<file path="src/verilog/pinmux_regs.svh">
/*
  Register offsets, field positions, reset values and timing counts of the
  pin function control block. Assumes inclusion by bare name.
*/
`ifndef PINMUX_REGS_SVH
`define PINMUX_REGS_SVH

`define NUM_PINS 7
`define CFG_W 8

// Byte offsets; pin configuration i sits at OFS_PIN_CFG0 + 4*i
`define OFS_PIN_CFG0 6'h00
`define OFS_STAT_A 6'h1C
`define OFS_STAT_B 6'h20
`define OFS_MAX_POWER 6'h24
`define OFS_PIN_IN 6'h28
`define OFS_USB_STATE 6'h2C

// Pin configuration fields
`define CFG_FUNC_LSB 0
`define CFG_FUNC_MSB 1
`define CFG_DIR 2
`define CFG_OUT 3
`define CFG_OD 4
`define CFG_PU 5
`define CFG_PD 6

`define FN_GPIO 2'h0
`define FN_ALT1 2'h1
`define FN_ALT2 2'h2

// Status output configuration fields
`define ST_COND_LSB 0
`define ST_COND_MSB 1
`define ST_ACT_HIGH 2
`define ST_PUSH_PULL 3

`define COND_BUS_RESET 2'h0
`define COND_SUSPEND 2'h1
`define COND_UNSAFE 2'h2

// Reset values
`define RST_PIN_RTS 8'h11
`define RST_PIN_CTS 8'h21
`define RST_PIN_RS485 8'h01
`define RST_PIN_TXT 8'h01
`define RST_PIN_RXT 8'h01
`define RST_PIN_CD 8'h20
`define RST_PIN_RI 8'h20
`define RST_STAT_A 8'h05
`define RST_STAT_B 8'h01
`define RST_MAX_POWER 8'h32
`define ONE_UNIT_LOAD 8'h32

// Timing
`define MCLK_HZ 100000000
`define ACT_TOGGLE_HZ 10
`define ACT_HALF_CYCLES (`MCLK_HZ / (2 * `ACT_TOGGLE_HZ))

`endif

</file>
<file path="src/verilog/pinmux_pkg.sv">
/*
  Types shared by the pin function control modules.
  Assumes pinmux_regs.svh is on the include path.
*/
`default_nettype none
`include "pinmux_regs.svh"

package pinmux_pkg;
  typedef logic [`CFG_W-1:0] cfg_t;
  typedef logic [`NUM_PINS-1:0] pin_vec_t;
  typedef enum logic [0:0] {ACT_IDLE, ACT_BLINK} act_state_t;
endpackage

`default_nettype wire

</file>
<file path="src/verilog/act_if.sv">
/*
  Carrier between the pin control top and an activity blinker.
  Assumes both ends share i_mclk.
*/
`default_nettype none

interface act_if;
  logic busy;
  logic ce;
  logic level;
  modport src (output busy, output ce, input level);
  modport blink (input busy, input ce, output level);
endinterface

`default_nettype wire

</file>
<file path="src/verilog/activity_toggle.sv">
/*
  Activity blinker: square wave while busy, steady low when idle.
  Assumes busy is synchronous to i_mclk.
*/
`default_nettype none
`include "pinmux_regs.svh"

module activity_toggle
  import pinmux_pkg::*;
#(
  parameter int HALF_CYCLES = `ACT_HALF_CYCLES
) (
  input wire logic i_mclk,
  input wire logic i_resetn,
  act_if.blink lnk
);
  localparam int CW = $clog2(HALF_CYCLES + 1);
  localparam logic [CW-1:0] LAST = CW'(HALF_CYCLES - 1);

  act_state_t state_r;
  logic [CW-1:0] cnt_r;
  logic level_r;

  assign lnk.level = level_r;

  always_ff @(posedge i_mclk or negedge i_resetn) begin
    if (!i_resetn) begin
      state_r <= ACT_IDLE;
      cnt_r <= '0;
      level_r <= 1'b0;
    end else if (lnk.ce) begin
      case (state_r)
        ACT_IDLE: begin
          cnt_r <= '0;
          level_r <= 1'b0;
          if (lnk.busy) begin
            state_r <= ACT_BLINK;
            // First edge at once so short bursts still show
            level_r <= 1'b1;
          end
        end
        ACT_BLINK: begin
          if (!lnk.busy) begin
            state_r <= ACT_IDLE;
            level_r <= 1'b0;
            cnt_r <= '0;
          end else if (cnt_r == LAST) begin
            cnt_r <= '0;
            level_r <= ~level_r;
          end else begin
            cnt_r <= cnt_r + 1'b1;
          end
        end
        default: state_r <= ACT_IDLE;
      endcase
    end
  end
endmodule // activity_toggle

`default_nettype wire

</file>
<file path="src/verilog/uart_gpio_pin_function_control.sv">
/*
  Pin function, pin type and USB status output control for the modem,
  GPIO and activity pins of a USB to UART bridge, with a small register
  port. Assumes core strobes and OTP image are on i_mclk; pad inputs are
  asynchronous. Pin order: 0 rts, 1 cts, 2 rs485, 3 txt, 4 rxt, 5 cd, 6 ri.
*/
// Implementation choices: the plain strobed port and the register addresses.
// Functional notes
// - Ring pin: GPIO, ring or wakeup input; resets to pulled-up input.
// - Carrier pin is GPIO or carrier detect; resets to pulled-up input.
// - Status output B offers the same conditions and polarity choice as A.
// - Status B defaults active low on suspend; software may reconfigure it.
// - Receive indicator pin toggles at about 10 Hz while data arrives.
// - Transmit indicator pin toggles at about 10 Hz while transmitting.
// - Half-duplex pin defaults to active-high push-pull enable, or GPIO.
// - Clear-to-send pin defaults to pulled-up active-low input, or GPIO.
// - RTS pin defaults to open-drain output; GPIO or half-duplex too.
// - Open-drain outputs carry a weak pull-up so released lines rest high.
// - GPIO and status pins take a pin type from register or OTP.
// - Enabled pull resistors stay on throughout USB suspend.
// - OTP pin settings apply after the next power-up and then persist.
// - Pull resistors are off during USB bus reset, back on afterwards.
// - Register pin settings are lost on power-on or USB bus reset.
// - Status conditions: bus reset, suspend, high current not yet allowed.
// - Unsafe current: high power, suspended or unconfigured; else suspended.
`default_nettype none
`include "pinmux_regs.svh"

module uart_gpio_pin_function_control
  import pinmux_pkg::*;
#(
  parameter int ACT_HALF_CYCLES = `ACT_HALF_CYCLES
) (
  input wire logic i_mclk,
  input wire logic i_resetn,
  input wire logic i_ce,
  input wire logic [5:0] i_addr,
  input wire logic [31:0] i_wdata,
  input wire logic i_wr,
  input wire logic i_rd,
  output logic [31:0] o_rdata,
  input wire logic i_usb_bus_reset,
  input wire logic i_usb_suspend,
  input wire logic i_usb_configured,
  input wire logic i_otp_valid,
  input wire logic [`NUM_PINS*`CFG_W-1:0] i_otp_pin_cfg,
  input wire logic [`CFG_W-1:0] i_otp_stat_a,
  input wire logic [`CFG_W-1:0] i_otp_stat_b,
  input wire logic [`CFG_W-1:0] i_otp_max_power,
  input wire logic i_rts_n,
  input wire logic i_rs485_en,
  input wire logic i_rx_active,
  input wire logic i_tx_active,
  input wire logic [`NUM_PINS-1:0] i_pin_in,
  output logic [`NUM_PINS-1:0] o_pin_out,
  output logic [`NUM_PINS-1:0] o_pin_oe_n,
  output logic [`NUM_PINS-1:0] o_pin_pu,
  output logic [`NUM_PINS-1:0] o_pin_pd,
  output logic [1:0] o_stat_out,
  output logic [1:0] o_stat_oe_n,
  output logic [1:0] o_stat_pu,
  output logic o_cts_n,
  output logic o_cd_n,
  output logic o_ring_indicator_n,
  output logic o_remote_wakeup_in_n
);
  localparam int P_RTS = 0;
  localparam int P_CTS = 1;
  localparam int P_RS485 = 2;
  localparam int P_TXT = 3;
  localparam int P_RXT = 4;
  localparam int P_CD = 5;
  localparam int P_RI = 6;

  // Returns {oe_n, out}; an open-drain pin only ever pulls low
  function automatic logic [1:0] pad_drive(input logic en, input logic val,
                                           input logic od);
    if (!en) pad_drive = 2'b11;
    else if (od) pad_drive = val ? 2'b11 : 2'b00;
    else pad_drive = {1'b0, val};
  endfunction

  function automatic logic [1:0] cfg_func(input cfg_t c);
    cfg_func = c[`CFG_FUNC_MSB:`CFG_FUNC_LSB];
  endfunction

  function automatic cfg_t default_pin(input int i);
    case (i)
      P_RTS: default_pin = `RST_PIN_RTS;
      P_CTS: default_pin = `RST_PIN_CTS;
      P_RS485: default_pin = `RST_PIN_RS485;
      P_TXT: default_pin = `RST_PIN_TXT;
      P_RXT: default_pin = `RST_PIN_RXT;
      P_CD: default_pin = `RST_PIN_CD;
      default: default_pin = `RST_PIN_RI;
    endcase
  endfunction

  // Boot image, captured once after power-on reset release
  cfg_t img_pin_r [`NUM_PINS];
  cfg_t img_stat_a_r, img_stat_b_r, img_max_power_r;
  logic boot_done_r;

  // Live (volatile) configuration
  cfg_t pin_cfg_r [`NUM_PINS];
  cfg_t stat_a_r, stat_b_r, max_power_r;

  pin_vec_t pin_meta_r, pin_sync_r;

  logic [`NUM_PINS-1:0] pin_out_nxt, pin_oe_n_nxt, pin_pu_nxt, pin_pd_nxt;
  logic [1:0] stat_out_nxt, stat_oe_n_nxt;
  logic [31:0] rdata_nxt;
  logic cond_unsafe, reload;
  logic [2:0] cond_vec;

  act_if tx_lnk ();
  act_if rx_lnk ();

  assign tx_lnk.busy = i_tx_active;
  assign tx_lnk.ce = i_ce;
  assign rx_lnk.busy = i_rx_active;
  assign rx_lnk.ce = i_ce;

  activity_toggle #(.HALF_CYCLES(ACT_HALF_CYCLES)) u_tx_blink (
    .i_mclk(i_mclk),
    .i_resetn(i_resetn),
    .lnk(tx_lnk.blink)
  );

  activity_toggle #(.HALF_CYCLES(ACT_HALF_CYCLES)) u_rx_blink (
    .i_mclk(i_mclk),
    .i_resetn(i_resetn),
    .lnk(rx_lnk.blink)
  );

  // Pad inputs are asynchronous: two flops before use
  always_ff @(posedge i_mclk or negedge i_resetn) begin
    if (!i_resetn) begin
      pin_meta_r <= '1;
      pin_sync_r <= '1;
    end else if (i_ce) begin
      pin_meta_r <= i_pin_in;
      pin_sync_r <= pin_meta_r;
    end
  end

  // Later OTP writes do not reach the image until power cycles
  always_ff @(posedge i_mclk or negedge i_resetn) begin
    if (!i_resetn) begin
      boot_done_r <= 1'b0;
      img_stat_a_r <= `RST_STAT_A;
      img_stat_b_r <= `RST_STAT_B;
      img_max_power_r <= `RST_MAX_POWER;
      for (int i = 0; i < `NUM_PINS; i++) img_pin_r[i] <= default_pin(i);
    end else if (i_ce && !boot_done_r) begin
      boot_done_r <= 1'b1;
      if (i_otp_valid) begin
        img_stat_a_r <= i_otp_stat_a;
        img_stat_b_r <= i_otp_stat_b;
        img_max_power_r <= i_otp_max_power;
        for (int i = 0; i < `NUM_PINS; i++) begin
          img_pin_r[i] <= i_otp_pin_cfg[i*`CFG_W +: `CFG_W];
        end
      end
    end
  end

  // Reload from the image one cycle after boot capture and during bus reset
  always_ff @(posedge i_mclk or negedge i_resetn) begin
    if (!i_resetn) begin
      reload <= 1'b1;
    end else if (i_ce) begin
      reload <= !boot_done_r;
    end
  end

  always_ff @(posedge i_mclk or negedge i_resetn) begin
    if (!i_resetn) begin
      stat_a_r <= `RST_STAT_A;
      stat_b_r <= `RST_STAT_B;
      max_power_r <= `RST_MAX_POWER;
      for (int i = 0; i < `NUM_PINS; i++) pin_cfg_r[i] <= default_pin(i);
    end else if (i_ce) begin
      if (reload || i_usb_bus_reset) begin
        stat_a_r <= img_stat_a_r;
        stat_b_r <= img_stat_b_r;
        max_power_r <= img_max_power_r;
        for (int i = 0; i < `NUM_PINS; i++) pin_cfg_r[i] <= img_pin_r[i];
      end else if (i_wr) begin
        for (int i = 0; i < `NUM_PINS; i++) begin
          if (i_addr == `OFS_PIN_CFG0 + 6'(4 * i)) begin
            pin_cfg_r[i] <= i_wdata[`CFG_W-1:0];
          end
        end
        if (i_addr == `OFS_STAT_A) stat_a_r <= i_wdata[`CFG_W-1:0];
        if (i_addr == `OFS_STAT_B) stat_b_r <= i_wdata[`CFG_W-1:0];
        if (i_addr == `OFS_MAX_POWER) max_power_r <= i_wdata[`CFG_W-1:0];
      end
    end
  end

  // Status conditions, indexed by the condition code
  always_comb begin
    if (max_power_r > `ONE_UNIT_LOAD) begin
      cond_unsafe = i_usb_suspend || !i_usb_configured;
    end else begin
      cond_unsafe = i_usb_suspend;
    end
    cond_vec = {cond_unsafe, i_usb_suspend, i_usb_bus_reset};
  end

  // Both status outputs share one path; only their config differs
  always_comb begin
    cfg_t sc;
    logic hit;
    logic lvl;
    sc = '0;
    hit = 1'b0;
    lvl = 1'b0;
    stat_out_nxt = 2'b11;
    stat_oe_n_nxt = 2'b11;
    for (int s = 0; s < 2; s++) begin
      sc = (s == 0) ? stat_a_r : stat_b_r;
      case (sc[`ST_COND_MSB:`ST_COND_LSB])
        `COND_BUS_RESET: hit = cond_vec[0];
        `COND_SUSPEND: hit = cond_vec[1];
        `COND_UNSAFE: hit = cond_vec[2];
        default: hit = 1'b0;
      endcase
      lvl = sc[`ST_ACT_HIGH] ? hit : !hit;
      {stat_oe_n_nxt[s], stat_out_nxt[s]} =
        pad_drive(1'b1, lvl, !sc[`ST_PUSH_PULL]);
    end
  end

  // Per-pin function mux
  always_comb begin
    logic en;
    logic val;
    logic od;
    logic [1:0] fn;
    en = 1'b0;
    val = 1'b1;
    od = 1'b0;
    fn = `FN_GPIO;
    for (int i = 0; i < `NUM_PINS; i++) begin
      fn = cfg_func(pin_cfg_r[i]);
      od = pin_cfg_r[i][`CFG_OD];
      en = pin_cfg_r[i][`CFG_DIR];
      val = pin_cfg_r[i][`CFG_OUT];
      if (fn != `FN_GPIO) begin
        case (i)
          P_RTS: begin
            en = 1'b1;
            val = (fn == `FN_ALT2) ? i_rs485_en : i_rts_n;
          end
          P_RS485: begin
            en = 1'b1;
            val = i_rs485_en;
          end
          P_TXT: begin
            en = 1'b1;
            val = tx_lnk.level;
          end
          P_RXT: begin
            en = 1'b1;
            val = rx_lnk.level;
          end
          default: en = 1'b0;
        endcase
      end
      {pin_oe_n_nxt[i], pin_out_nxt[i]} = pad_drive(en, val, od);
      // Pulls follow config, not suspend; bus reset drops them
      pin_pu_nxt[i] = !i_usb_bus_reset &&
        (pin_cfg_r[i][`CFG_PU] || (en && od));
      pin_pd_nxt[i] = !i_usb_bus_reset &&
        pin_cfg_r[i][`CFG_PD];
    end
  end

  always_ff @(posedge i_mclk or negedge i_resetn) begin
    if (!i_resetn) begin
      o_pin_out <= '1;
      o_pin_oe_n <= '1;
      o_pin_pu <= '0;
      o_pin_pd <= '0;
      o_stat_out <= 2'b11;
      o_stat_oe_n <= 2'b11;
      o_stat_pu <= 2'b00;
    end else if (i_ce) begin
      o_pin_out <= pin_out_nxt;
      o_pin_oe_n <= pin_oe_n_nxt;
      o_pin_pu <= pin_pu_nxt;
      o_pin_pd <= pin_pd_nxt;
      o_stat_out <= stat_out_nxt;
      o_stat_oe_n <= stat_oe_n_nxt;
      for (int s = 0; s < 2; s++) begin
        o_stat_pu[s] <= !i_usb_bus_reset &&
          !((s == 0) ? stat_a_r[`ST_PUSH_PULL]
                     : stat_b_r[`ST_PUSH_PULL]);
      end
    end
  end

  // Modem inputs to the core; inactive (high) unless the function is chosen
  always_ff @(posedge i_mclk or negedge i_resetn) begin
    if (!i_resetn) begin
      o_cts_n <= 1'b1;
      o_cd_n <= 1'b1;
      o_ring_indicator_n <= 1'b1;
      o_remote_wakeup_in_n <= 1'b1;
    end else if (i_ce) begin
      o_cts_n <= (cfg_func(pin_cfg_r[P_CTS]) == `FN_ALT1) ?
                 pin_sync_r[P_CTS] : 1'b1;
      o_cd_n <= (cfg_func(pin_cfg_r[P_CD]) == `FN_ALT1) ?
                pin_sync_r[P_CD] : 1'b1;
      o_ring_indicator_n <= (cfg_func(pin_cfg_r[P_RI]) == `FN_ALT1) ?
                            pin_sync_r[P_RI] : 1'b1;
      o_remote_wakeup_in_n <= (cfg_func(pin_cfg_r[P_RI]) == `FN_ALT2) ?
                              pin_sync_r[P_RI] : 1'b1;
    end
  end

  always_comb begin
    rdata_nxt = 32'h0000_0000;
    for (int i = 0; i < `NUM_PINS; i++) begin
      if (i_addr == `OFS_PIN_CFG0 + 6'(4 * i)) begin
        rdata_nxt = {24'h00_0000, pin_cfg_r[i]};
      end
    end
    case (i_addr)
      `OFS_STAT_A: rdata_nxt = {24'h00_0000, stat_a_r};
      `OFS_STAT_B: rdata_nxt = {24'h00_0000, stat_b_r};
      `OFS_MAX_POWER: rdata_nxt = {24'h00_0000, max_power_r};
      `OFS_PIN_IN: rdata_nxt = {25'h000_0000, pin_sync_r};
      `OFS_USB_STATE: rdata_nxt = {26'h000_0000, tx_lnk.level,
        rx_lnk.level, cond_vec, boot_done_r};
      default: ;
    endcase
  end

  // Read data stands only in the cycle after the strobe
  always_ff @(posedge i_mclk or negedge i_resetn) begin
    if (!i_resetn) begin
      o_rdata <= 32'h0000_0000;
    end else if (i_ce) begin
      o_rdata <= i_rd ? rdata_nxt : 32'h0000_0000;
    end
  end
endmodule // uart_gpio_pin_function_control

`default_nettype wire

</file>
<file path="config.mk">
export PLATFORM = sky130hd
export DESIGN_NAME = uart_gpio_pin_function_control
export DESIGN_NICKNAME = d
export VERILOG_FILES = /design/src/verilog/pinmux_pkg.sv /design/src/verilog/act_if.sv /design/src/verilog/activity_toggle.sv /design/src/verilog/uart_gpio_pin_function_control.sv
export VERILOG_INCLUDE_DIRS = /design/src /design/src/verilog
export SDC_FILE = /design/constraint.sdc
export NUM_CORES = 1
export LEC_CHECK = 0
export ABC_AREA = 0
export ABC_CLOCK_PERIOD_IN_PS = 4700
export BUFFER_PORTS_ARGS = -buffer_cell sky130_fd_sc_hd__buf_2
export CELL_PAD_IN_SITES_DETAIL_PLACEMENT = 1
export CELL_PAD_IN_SITES_GLOBAL_PLACEMENT = 1
export CORE_MARGIN = 3
export CORE_UTILIZATION = 48
export CTS_BUF_LIST = sky130_fd_sc_hd__clkbuf_8 sky130_fd_sc_hd__clkbuf_16
export CTS_CLUSTER_SIZE = 40
export DETAILED_ROUTE_END_ITERATION = 12
export PLACE_DENSITY = 0.86
export SETUP_SLACK_MARGIN = 0.02
export SLEW_MARGIN = 10
export SYNTH_ARGS = -nofsm -noshare
export SYNTH_HDL_FRONTEND = slang
export SYNTH_SLANG_ARGS = --single-unit
</file>
<file path="constraint.sdc">
create_clock -name i_mclk -period 4.7 [get_ports i_mclk]
set_input_delay 0.705 -clock i_mclk [delete_from_list [all_inputs] [get_ports i_mclk]]
set_output_delay 0.705 -clock i_mclk [all_outputs]
set_load 0.05 [all_outputs]
</file>
* Word-level counts from Yosys, hierarchy flattened
Cells that the tools add are included.
W data, S select, Z words.
** Storage, ports and cells
- Input bits :: 138
- Output and inout bits :: 70
- Register bits :: 296
** Cells by class
- Magnitude comparators :: 1
- Bitwise logic cells :: 4
- $add $sub $neg :: 2
- Reduce and logical (&&, ||, !) cells :: 74
- Eq/ne operators :: 24
- Multiplexer cells :: 87
** Operator list (count)
- $mux W32 :: 7
- $pmux W32 S5 :: 1
- $mux W8 :: 17
- $mux W56 :: 2
- $mux W23 :: 4
- $pmux W23 S2 :: 2
- $mux W2 :: 25
- $add A23 B1 Y23 const B :: 2
- $eq A23 B23 Y1 const B :: 2
- $reduce_bool A2 Y1 :: 18
- $reduce_and A3 Y1 :: 10
- $mux W1 :: 25
- $eq A6 B5 Y1 const B :: 4
- $eq A6 B6 Y1 const B :: 4
- $logic_and A1 B1 Y1 :: 24
- $eq A6 B4 Y1 const B :: 2
- $eq A2 B1 Y1 const B :: 5
- $logic_or A1 B1 Y1 :: 9
- $eq A2 B2 Y1 const B :: 4
- $gt A8 B6 Y1 const B :: 1
- $logic_not A1 Y1 :: 7
- $eq A6 B3 Y1 const B :: 1
- $logic_not A6 Y1 :: 1
- $ne A3 B3 Y1 const B :: 2
- other kinds (5) :: 13

* Longest topological paths before layout
- Depth in word-level cells :: 10
- Mapped depth :: 8

* By module
A second synthesis with hierarchy kept.
** Unflattened totals
- Cells, all modules :: 1206
- Area total of the unflattened synthesis :: 12897.4 um2
** By module, submodules not included
- uart_gpio_pin_function_control :: instances 1, cells each 916, area an instance 10177.3 um2
- activity_toggle :: instances 2, cells each 145, area an instance 1360.1 um2

* Worst setup path before layout
No wires, ideal clock.
- Path kind :: input port to flip-flop
- Start :: in i_addr[2]
- End :: reg o_rdata[1]
- Path slack :: 2.622 ns
- Setup time :: 0.128 ns
- Stages on the path :: 6
- Path buffers :: 3
- Data required time :: 4.572 ns
- Data arrival time :: 1.950 ns
- Cells stage by stage :: buf_2 buf_2 buf_4 mux4_2 a221oi_1 o2bb2ai_1
** Between the ends
- Cells in the longest elaborated chain, start to end :: 10
** Ends and longest elaborated chain
- from (decl) :: line uart_gpio_pin_function_control.sv:37 : input wire logic [5:0] i_addr,
- $logic_not A6 Y1 :: line uart_gpio_pin_function_control.sv:327 : if (i_addr == `OFS_PIN_CFG0 + 6'(4 * i)) begin
- $mux W8 :: line uart_gpio_pin_function_control.sv:327
- $mux W32 (6 in series) :: line uart_gpio_pin_function_control.sv:327
- $pmux W32 S5 * :: line uart_gpio_pin_function_control.sv:331 : case (i_addr)
- $mux W32 * :: line uart_gpio_pin_function_control.sv:347 : o_rdata <= i_rd ? rdata_nxt : 32'h0000_0000;
- to (signal assigned) :: line uart_gpio_pin_function_control.sv:347
- to (decl) :: line uart_gpio_pin_function_control.sv:41 : output logic [31:0] o_rdata,
Every way passes the cells marked *; elsewhere a longest branch is shown, timed or not.
A chain may end at the register's enable or synchronous reset.

* Worst setup path in the final report
- Start :: reg reload
- End :: reg pin_cfg_r[12] (netlist name)
** Between the ends
- Cells in the longest elaborated chain, start to end :: 3
** Ends and longest elaborated chain
- from (decl) :: line uart_gpio_pin_function_control.sv:113 : logic cond_unsafe, reload;
- from (signal assigned) :: line uart_gpio_pin_function_control.sv:173 : reload <= !boot_done_r;
- $logic_or A1 B1 Y1 * :: line uart_gpio_pin_function_control.sv:184 : if (reload || i_usb_bus_reset) begin
- $reduce_bool A2 Y1 (no line)
- $reduce_and A3 Y1 (no line)
- to (signal, indexed assignment) :: line uart_gpio_pin_function_control.sv:192 : pin_cfg_r[i] <= i_wdata[`CFG_W-1:0];
- to (decl) :: line uart_gpio_pin_function_control.sv:105 : cfg_t pin_cfg_r [`NUM_PINS];
Marks and branches as above.

==> metrics.txt <==
DIE AREA=0.02865 mm2; Initial DRT Pass Iterations=7; Core ar.=about 0.026 mm2; clk slew on worst S/H paths=around 0.070 ns; max-cap violations=0; Total GRT Usage=0.2769; Seq cells post-synth=~270; startpoint types=register; Max Clock Freq=about 360 MHz; Post-CTS Hold Fix Bufs=0; first-pass GRT wire length=between 60 and 70 mm; TNS Setup=0 ns; Slew headroom=0.3004; CTS tree=yes; largest net degree at the start of global routing=108; Max clock buf depth=3; DR iter-0 viols=roughly 1100; # rows=between 50 and 60; Slew @ Worst Pin=1.046 ns; WL final=40.50 mm; vias in the first global route=~11000; synthesized area=0.01280 mm2; Die H=169.3 um; fraction of registers with async set/reset=1.000; synth cell count leaders=205 x dfrtp_1, 174 x a21oi_1, 146 x nor2_1, 101 x mux2_2, 67 x dfstp_2; Layout area overhead=15.23%; sequential fraction of the synthesis area=0.5385; GPL Wtd Cong=just under 0.9; Critical Path AT=between 3 and 4 ns; count leader, synth=dfrtp_1; CP required=~5 ns; grt total ovfl=0; clk root buf=clkbuf_16; final cell count without fillers=about 1700; Yosys top cell by area=dfrtp_1; post-CTS resize count=0; IO buf count=between 150 and 200; Highest Signal Layer=met4; placed insts=approximately 1600; antenna violations before repair=5; layout cells sized above 1=0.3087; Worst Hold Class=in -> async; Post-Syn Instances=1200; post-synth top area share=0.4009; worst clock skew=around 0.012 ns; synth warn=0; clock sinks=~270; synth top area cells=dfrtp_1 40%, dfstp_2 14%, mux2_2 8.9%; period utilization=0.5891; final hold vios=0; detailed-route DRC error count=0; post-DP HPWL=between 20 and 30 mm; Worst Setup Path Type=reg -> reg; max-slew violations=0; Num CTS Buffers=30; status=completed; CP max FO=34; Final nets=~1500; vias after detailed routing=10280; H-tree depth=1; P_leak=about 6.5 nW; top_reg_cell synth=dfrtp_1; Starting Density=0.4897; minimum clock period=2.769 ns; Die Width=169.3 um; Syn Area/Cell=between 10 and 15 um2; met2 WL post-DR=about 20 mm; clock latency on the worst-skew pair=0.56 ns; Routed Antenna Nets=0; Peak VDD IR=~260 uV; synth unique cells=62; vias per cell=slightly above 6; Metal-1 WL=approximately 17 mm; # setup viols final=0; drt wl/cell=between 20 and 25 um; Post-CTS Setup Repair Bufs=0; Critical Path End Type=register; met3 wire len=around 2.9 mm; pwr dens=~450 mW/mm2; Post-synth EDFFs=0; RSZ-0062 raised after global routing=false; I/O Pins=208
## placed cells by master (no fill, tap or decap), types with 7 or more instances in the layout
cell       count
a21oi_1      174
a221oi_1       8
a22oi_1        9
a31oi_1       11
and2_1         9
and3_1        10
and4_1         7
buf_2        157
buf_4          7
clkbuf_16     31
clkinv_2      10
conb_1        24
dfrtp_1      205
dfstp_2       67
inv_1         27
mux2_2       101
mux2i_1       19
mux4_2        10
nand2_1       60
nand2b_1      11
nand3_1       24
nand3b_1       8
nand4_1       15
nor2_1       146
nor3_1        15
o21ai_0       50
o2bb2ai_1     11
xnor2_1       13
xor2_1        16
## cell type report
cell class / instances / area [um2]
repair buffers: 167 / 893.4
multi-input cells: 831 / 5393
well taps: 335 / 419.2
inverters: 25 / 93.84
clock inverters: 21 / 212.7
flip-flops and latches: 272 / 6890
clock buffers: 35 / 830.8
fillers: 2880 / 11390
diodes: 5 / 12.51
## metrics by stage
stage	power [W]	setup slack (ns)	util	cell area (um2)	hold slack [ns]
2_1_floorplan	0.003702	2.622	-	12880	0.4051
3_3_place_gp	0.004067	1.770	0.5238	13690	0.4554
3_5_place_dp	0.004132	1.616	0.5238	13690	0.4757
4_1_cts	0.006620	2.176	0.5638	14730	0.2271
5_1_grt	0.006865	1.804	0.5643	14750	0.2231
6_report	0.006626	1.931	0.5643	14750	0.1675
## layer usage
layer,track usage,up-vias
met4,0.1021,0
met5,0,-
met3,0.04333,97
met2,0.4569,447
met1,0.3738,5260
li1,-,4473
## flip-flops by register name (all words and copies together) (netlist names), 2 cells and up
name and cells:
img_max_power_r 8, img_pin_r 56, img_stat_a_r 8, img_stat_b_r 8
max_power_r 8, o_pin_oe_n 7, o_pin_out 7, o_pin_pd 7
o_pin_pu 7, o_rdata 8, o_stat_oe_n 2, o_stat_out 2
o_stat_pu 2, pin_cfg_r 56, pin_meta_r 7, pin_sync_r 7
stat_a_r 8, stat_b_r 8, u_rx_blink.cnt_r 23, u_tx_blink.cnt_r 23
## power by group
group	internal, W	total (W)	switching (W)
registers	0.00270	0.00299	0.000293
clock network	0.00148	0.00247	0.000993
logic	0.000370	0.00116	0.000793
total	0.00455	0.00663	0.00208
## path summary, 6_finish.rpt
check                                                   end                    start  depth (start not counted)  slack, ns
min reg2reg                              reload$_DFFE_PN1P_  boot_done_r$_DFFE_PN0P_                          1       0.47
max in group asynchronous          o_stat_pu[1]$_DFFE_PN0P_                 i_resetn                          2       3.23
min in group i_mclk               img_pin_r[41]$_DFFE_PN0P_         i_otp_pin_cfg[9]                          2       0.38
max                               pin_cfg_r[12]$_DFFE_PN0P_       reload$_DFFE_PN1P_                          5       1.93
max reg2reg                       pin_cfg_r[12]$_DFFE_PN0P_       reload$_DFFE_PN1P_                          5       1.93
min                        u_rx_blink.cnt_r[17]$_DFFE_PN0P_                 i_resetn                          1       0.17
## critical path, cell delays in order (launching register included)
cell,delay (ns)
dfstp_2,0.54
or2_2,0.60
o21ai_4,0.23
nor2_1,0.86
nor2_1,0.15
a21oi_1,0.27
## cells by family (layout without fill, tap and decap cells)
kind of cell             count (synthesis)  after routing  synth area share
buffers and inverters                  120            248           0.04684
adder cells (fa/ha/maj)                  2              2          0.001955
other                                    1             29         0.0002931
flip-flops                             272            272            0.5385
AND/OR/NAND/NOR                        344            344            0.1320
multiplexers                           130            130            0.1213
XOR/XNOR                                29             29           0.01985
AO/OA/AOI/OAI                          302            302            0.1392
Note: power is estimated with default switching activity, not from simulation.
